<file path="src/pafs_pkg.sv">
// What this block does
// - Low selector: 32 bits, pins 0-7.
// - High selector: 32 bits, pins 8-15.
// - Codes 0-7 pick function; 8+ reserved.
// - Low selector at 0x20, resets zero.
// - High selector at 0x24, resets zero.
// - Clear writes of one clear latch bits.
// - Clear register write-only, reads zero.
// - Clear at 0x28; upper bits reserved zero.
// - Latch is 16-bit writable output data.
package pafs_pkg;
   // Register byte offsets within the port.
   localparam logic [7:0] PAFS_OFF_LATCH = 8'h14;
   localparam logic [7:0] PAFS_OFF_SET_CLR = 8'h18;
   localparam logic [7:0] PAFS_OFF_SEL_LO = 8'h20;
   localparam logic [7:0] PAFS_OFF_SEL_HI = 8'h24;
   localparam logic [7:0] PAFS_OFF_CLEAR = 8'h28;
   // Reset values.
   localparam logic [31:0] PAFS_SEL_RESET = 32'h0000_0000;
   localparam logic [15:0] PAFS_LATCH_RESET = 16'h0000;
   // Field geometry.
   localparam int PAFS_FIELD_W = 4;
   localparam int PAFS_PINS = 16;
   localparam int PAFS_HALF = 8;
   localparam int PAFS_SET_CLR_HI_LSB = 16;
   // Highest defined function code.
   localparam logic [3:0] PAFS_MAX_FUNC = 4'h7;
endpackage

</file>
<file path="src/pafs_func_decode.sv">
// Turns one 4-bit selector field into a one-hot function select.
module pafs_func_decode
   import pafs_pkg::*;
(
   // Selector field.
   input wire logic [3:0] i_sel,
   // One-hot function choice; all zero for reserved codes.
   output logic [7:0] o_onehot
);
   // Reserved codes drive no function so a stray value cannot
   // connect two peripherals to one pin.
   wire valid_code = (i_sel <= PAFS_MAX_FUNC);
   assign o_onehot = valid_code ? (8'h01 << i_sel[2:0]) : 8'h00;
endmodule

</file>
<file path="src/pafs_port_altfunc.sv">
// Port alternate function selection and output latch clearing.
//
// Our own choice: register access over APB.
module pafs_port_altfunc
   import pafs_pkg::*;
#(
   parameter int PINS = PAFS_PINS
)
(
   // Clock and reset.
   input wire logic i_clk,
   input wire logic i_reset,
   // APB slave.
   input wire logic i_psel,
   input wire logic i_penable,
   input wire logic i_pwrite,
   input wire logic [7:0] i_paddr,
   input wire logic [31:0] i_pwdata,
   output logic [31:0] o_prdata,
   output logic o_pready,
   output logic o_pslverr,
   // Pin-side results.
   output logic [15:0] o_output_latch,
   output logic [127:0] o_func_onehot,
   output logic [63:0] o_pin_function_selector
);
   // Only a 16-pin port is served by the fixed register layout.
   if (PINS != PAFS_PINS) begin : g_bad_pins
      $error("pafs_port_altfunc supports 16 pins only");
   end

   // Registers.
   logic [31:0] sel_lo_ff; // Low selector register.
   logic [31:0] sel_hi_ff; // High selector register.
   logic [15:0] latch_ff; // Output latch.
   logic [31:0] nxt_sel_lo;
   logic [31:0] nxt_sel_hi;
   logic [15:0] nxt_latch;

   // Bus decode: a write takes effect only on the access edge.
   wire access = i_psel & i_penable;
   wire wr = access & i_pwrite;
   wire hit_lo = (i_paddr == PAFS_OFF_SEL_LO);
   wire hit_hi = (i_paddr == PAFS_OFF_SEL_HI);
   wire hit_clr = (i_paddr == PAFS_OFF_CLEAR);
   wire hit_latch = (i_paddr == PAFS_OFF_LATCH);
   wire hit_sc = (i_paddr == PAFS_OFF_SET_CLR);
   wire mapped = hit_lo | hit_hi | hit_clr | hit_latch | hit_sc;

   // Set/clear register: set wins when both are requested.
   wire [15:0] sc_set = i_pwdata[15:0];
   wire [15:0] sc_clr = i_pwdata[PAFS_SET_CLR_HI_LSB +: 16];
   wire [15:0] clr_bits = i_pwdata[15:0]; // Upper bits ignored.

   // Next-state selection.
   assign nxt_sel_lo = (wr && hit_lo) ? i_pwdata : sel_lo_ff;
   assign nxt_sel_hi = (wr && hit_hi) ? i_pwdata : sel_hi_ff;
   // Clear register: ones clear, zeros leave the bit alone.
   assign nxt_latch = !wr ? latch_ff :
                      hit_latch ? i_pwdata[15:0] :
                      hit_sc ? ((latch_ff & ~sc_clr) | sc_set) :
                      hit_clr ? (latch_ff & ~clr_bits) : latch_ff;

   // Registers update on the completing edge and show the new value the next cycle.
   always_ff @(posedge i_clk) begin
      if (i_reset) begin
         sel_lo_ff <= PAFS_SEL_RESET;
         sel_hi_ff <= PAFS_SEL_RESET;
         latch_ff <= PAFS_LATCH_RESET;
      end else begin
         sel_lo_ff <= nxt_sel_lo;
         sel_hi_ff <= nxt_sel_hi;
         latch_ff <= nxt_latch;
      end
   end

   // Read mux; the clear and set/clear registers hold no state and read zero.
   wire [31:0] rd_mux = hit_lo ? sel_lo_ff :
                        hit_hi ? sel_hi_ff :
                        hit_latch ? {16'h0000, latch_ff} :
                        32'h0000_0000;
   // Answer in the first access cycle; unmapped addresses flag an error.
   assign o_pready = 1'b1;
   assign o_pslverr = access & ~mapped;
   assign o_prdata = (access && !i_pwrite) ? rd_mux : 32'h0000_0000;

   assign o_output_latch = latch_ff;
   assign o_pin_function_selector = {sel_hi_ff, sel_lo_ff};

   // One decoder per pin.
   for (genvar p = 0; p < PAFS_PINS; p++) begin : g_dec
      pafs_func_decode u_dec (
         .i_sel(o_pin_function_selector[p*PAFS_FIELD_W +: PAFS_FIELD_W]),
         .o_onehot(o_func_onehot[p*8 +: 8])
      );
   end

   // Checks.
   sel_lo_upd_a: assert property (@(posedge i_clk) disable iff (i_reset)
      (wr && hit_lo) |=> (sel_lo_ff == $past(i_pwdata))) else $error("low select not written");
   sel_hi_upd_a: assert property (@(posedge i_clk) disable iff (i_reset)
      (wr && hit_hi) |=> (sel_hi_ff == $past(i_pwdata))) else $error("high select not written");
   reserved_off_a: assert property (@(posedge i_clk) disable iff (i_reset)
      sel_lo_ff[3] |-> (o_func_onehot[7:0] == 8'h00)) else $error("reserved code active");
   lo_reset_a: assert property (@(posedge i_clk)
      i_reset |=> (sel_lo_ff == 32'h0000_0000)) else $error("low select reset wrong");
   hi_reset_a: assert property (@(posedge i_clk)
      i_reset |=> (sel_hi_ff == 32'h0000_0000)) else $error("high select reset wrong");
   clr_effect_a: assert property (@(posedge i_clk) disable iff (i_reset)
      (wr && hit_clr) |=> (latch_ff == ($past(latch_ff) & ~$past(i_pwdata[15:0]))))
      else $error("clear wrong");
   clr_reads_zero_a: assert property (@(posedge i_clk) disable iff (i_reset)
      (access && !i_pwrite && hit_clr) |-> (o_prdata == 32'h0000_0000)) else $error("clear read nonzero");
   clr_keep_sel_a: assert property (@(posedge i_clk) disable iff (i_reset)
      (wr && hit_clr) |=> $stable(sel_lo_ff) && $stable(sel_hi_ff)) else $error("clear disturbed select");
   latch_wr_a: assert property (@(posedge i_clk) disable iff (i_reset)
      (wr && hit_latch) |=> (o_output_latch == $past(i_pwdata[15:0]))) else $error("latch write lost");
   idle_hold_a: assert property (@(posedge i_clk) disable iff (i_reset)
      !wr |=> $stable(latch_ff) && $stable(sel_lo_ff)) else $error("state changed without write");
endmodule

</file>
<file path="config.mk">
export PLATFORM = sky130hd
export DESIGN_NAME = pafs_port_altfunc
export DESIGN_NICKNAME = d
export VERILOG_FILES = /design/src/pafs_pkg.sv /design/src/pafs_func_decode.sv /design/src/pafs_port_altfunc.sv
export SDC_FILE = /design/constraint.sdc
export NUM_CORES = 1
export LEC_CHECK = 0
export BUFFER_PORTS_ARGS = -buffer_cell sky130_fd_sc_hd__buf_2
export CAP_MARGIN = 20
export CORE_AREA = 2 2 132 134
export CTS_BUF_LIST = sky130_fd_sc_hd__clkbuf_8 sky130_fd_sc_hd__clkbuf_16
export CTS_CLUSTER_DIAMETER = 200
export DETAILED_ROUTE_END_ITERATION = 6
export DIE_AREA = 0 0 134 136
export HOLD_SLACK_MARGIN = 0.03
export SYNTH_ARGS = -nofsm -noshare
export SYNTH_HDL_FRONTEND = slang
export SYNTH_SLANG_ARGS = --single-unit
</file>
<file path="constraint.sdc">
create_clock -name i_clk -period 4.05 [get_ports i_clk]
set_clock_uncertainty 0.2 [all_clocks]
set_input_delay 0.2025 -clock i_clk [delete_from_list [all_inputs] [get_ports i_clk]]
set_output_delay 0.2025 -clock i_clk [all_outputs]
set_load 0.03 [all_outputs]
</file>
==> results.rst <==
.. list-table::
   :header-rows: 1

   * - Metric
     - Value
   * - Worst Setup Slack, final
     - approximately 1500 ps
   * - Via/cell ratio
     - 5.027
   * - Hold Fails Final Rpt
     - 0
   * - Hold-fix buffer count after cts
     - 32
   * - Setup Total Neg Slack
     - 0 ps
   * - Utilization after layout
     - 0.4227
   * - Post-synthesis net count
     - between 700 and 800
   * - Wire length of the first global-routing pass
     - ~31 mm
   * - Quantity of gates resized following cts
     - 0
   * - Fillers
     - between 1500 and 2000
   * - Mapped Cells
     - 710
   * - Pin count of the biggest net entering global routing
     - 56
   * - First DRT Iteration DRCs
     - between 300 and 400
   * - Die width
     - around 130 um
   * - H-Tree Depth
     - 3
   * - Fin area
     - 7133 sq um
   * - Clock tree from TritonCTS
     - built
   * - Required time of the critical path
     - roughly 3700 ps
   * - Maximum clock frequency
     - between 300 and 400 MHz
   * - Worst-Skew Late Latency
     - 330 ps
   * - Static Leak
     - 3.213 nW
   * - Post-CTS clock slew at the launch and capture registers of the worst setup and hold paths
     - 60 ps
   * - Type of origin of the critical path
     - primary input
   * - Count of antenna-violating nets left after detailed routing
     - 0
   * - Startpoint of the lowest-slack register-to-register path
     - o_output_latch[15]$_SDFFE_PP0P_
   * - Commonest non-fill, non-tap cells in the layout
     - 285 x buf_2, 163 x nand2_1, 82 x a21oi_1
   * - Min Tclk post-route
     - 2588 ps
   * - Placed inst area
     - about 6500 sq um
   * - Via Count
     - around 6200
   * - Net count reported at finish
     - ~1000
   * - Worst vdd rail ir drop
     - 0.1884 mV
   * - Hold wc startpoint
     - i_reset
   * - Worst-case setup slack after placement
     - around 1400 ps
   * - Outcome
     - complete, no violations
   * - Portion of the post-synthesis area used by sequential elements
     - 0.3246
   * - Number of warnings reported in the yosys synthesis log
     - 0
   * - Tightest hold margin
     - 161.8 ps
   * - Post-synth cell types
     - 38
   * - Post-detailed-route wirelength per cell
     - 16.66 um
   * - Vert. Die Dim
     - 136 um
   * - Area Overhead vs Synth
     - 44.59%
   * - Ratio of final minimum period to clock period
     - 0.6391
   * - Effective utilization at floorplan
     - 0.2923
   * - Synth Cell Area
     - 4933 sq um
   * - Clock Sink Count
     - 80
   * - Cell count of the worst hold path
     - 2
   * - Path depth of the worst reg2reg path
     - 3
   * - Pwr per Cell Area
     - 247.5 nW/um^2
   * - Total of max-cap violations
     - 0
   * - Crit path arrival time
     - between 2000 and 2500 ps
   * - Leading cell type in the layout, fill and taps excluded
     - buf_2
   * - Drc violations
     - 0
   * - Placer congestion estimate
     - between 0.8 and 0.9
   * - Number of buffers inserted by port buffering
     - 285
   * - Number of antenna violations at the first check in global routing
     - 2
   * - Core box area
     - between 15000 and 20000 sq um
   * - Clock Tree Root
     - clkbuf_16
   * - Die footprint
     - 18220 sq um
   * - Sum of routed wire length over all layers
     - between 20 and 25 mm
   * - Share of post-route cells with drive strength above 1
     - 0.3320
   * - Path type of the worst min-delay path
     - primary input to flop
   * - GRT Resource Usage Total
     - 0.2164
   * - Number of rows in the core area
     - 48
   * - Critical path capture point type
     - primary output
   * - HPWL Detailed
     - 15.12 mm
   * - Mean cell area of the mapped netlist
     - 6.949 sq um
   * - Measured slew at the worst slew-check pin
     - 1035 ps
   * - Kind of critical path
     - primary input to primary output
   * - Number of setup violations in the final report
     - 0
   * - Number of ports placed on the die boundary
     - roughly 290
   * - Worst max-slew margin expressed relative to the limit
     - 0.3086
   * - Number of storage elements in the synthesis netlist
     - 80
   * - Maximum root-to-sink buffer count
     - 2
   * - Number of max-slew violations in the final report
     - 0
   * - Number of buffers inserted during clock tree synthesis
     - 9
   * - Unrepaired setup endpoints after global routing
     - no
   * - Count of TritonRoute iterations in the first routing pass
     - 5
   * - Total setup buffers inserted after CTS
     - 0
   * - Timing startpoint of the critical path
     - i_paddr[7]
   * - Via count of the first global-routing pass
     - 5442
   * - Largest fanout on the critical path
     - 8
   * - Total congestion overflow after global routing
     - 0
worst max-delay path, stage by stage:
cell       delay (ps)
buf_2             110
or4_4             600
nor2_1            660
a22oi_1           190
o2bb2ai_1         180
buf_2             240
path summary, 6_finish.rpt:
path / slack, ps / to
worst max-delay path: 1460 / o_prdata[14]
worst min register to register: 340 / o_output_latch[14]$_SDFFE_PP0P_
worst min-delay path: 160 / sel_hi_ff[4]$_SDFFE_PP0P_
worst max register to register: 2910 / o_output_latch[15]$_SDFFE_PP0P_
registers in the layout, summed over array words and instances, names as in the netlist:
register / count
sel_hi_ff: 32
o_output_latch: 16
sel_lo_ff: 32
cells in the mapped netlist (all sizes together):
master   count  area, sq um
nand3       16        80.08
o211ai      16        120.1
dfxtp       80         1602
and4b        1        10.01
nand4b       1        8.760
buf         17        112.6
o21ai       17        122.6
nor3        65        330.3
conb         1        3.750
a22oi       16        120.1
nor3b       16        120.1
nand2      163        611.8
a21oi       82        410.4
nor2        75        281.5
nand2b      51        319.1
o2bb2ai      8        70.07
nor2b        3        18.77
nand4        2        12.51
or3          1        6.260
clkbuf      27        101.4
and4         2        17.52
inv          1        3.750
and3         1        6.260
nor4        19        146.4
or2          2        12.52
or4          1        11.26
mux2         8        90.09
mux2i       16        160.2
xnor2        1        8.760
a2bb2oi      1        15.01
per-layer routing:
| layer | part of all wire | GRT usage | vias to the layer above | wire (um) |
|---|---|---|---|---|
| li1 | - | - | 3083 | - |
| met1 | 0.46 | 0.2915 | 2849 | 9463 |
| met2 | 0.46 | 0.3547 | 244 | 9423 |
| met3 | 0.061 | 0.03505 | 30 | 1256 |
| met4 | 0.021 | 0.06738 | 2 | 425 |
| met5 | 0.00034 | 0 | - | 7 |
kinds of logic (layout without fill, tap and decap cells):
kind of cell / Yosys count / after routing / synth area share
AND/OR/NAND/NOR: 419 / 419 / 0.4040
AO/OA/AOI/OAI: 140 / 140 / 0.1740
flip-flops: 80 / 80 / 0.3246
buffers and inverters: 45 / 344 / 0.04413
multiplexers: 24 / 24 / 0.05072
other: 1 / 2 / 0.0007601
XOR/XNOR: 1 / 1 / 0.001776
layout make-up:
type                    instances  area, sq um  area share
diodes                          1        2.502   0.0003508
clock buffers                  11        252.7     0.03543
clock inverters                 5        55.05    0.007718
inverters                       1        3.754   0.0005262
multi-input cells             585         3114      0.4366
flip-flops and latches         80         1602      0.2245
well taps                     225        281.5     0.03947
repair buffers                327         1822      0.2554
power breakdown:
| part | internal [mW] | switching [mW] | total [mW] |
|---|---|---|---|
| Sequential | 0.787 | 0.000815 | 0.788 |
| Clock | 0.510 | 0.322 | 0.831 |
| Combinational | 0.0539 | 0.0918 | 0.146 |
per-stage QoR:
stage               power, mW  std cells
floorplan              0.8652        710
global placement       0.9249       1186
detailed placement     0.9255       1186
CTS                     1.789       1234
global route            1.823       1235
finish                  1.765       1235
No activity file was read; power rests on OpenSTA's default activity.
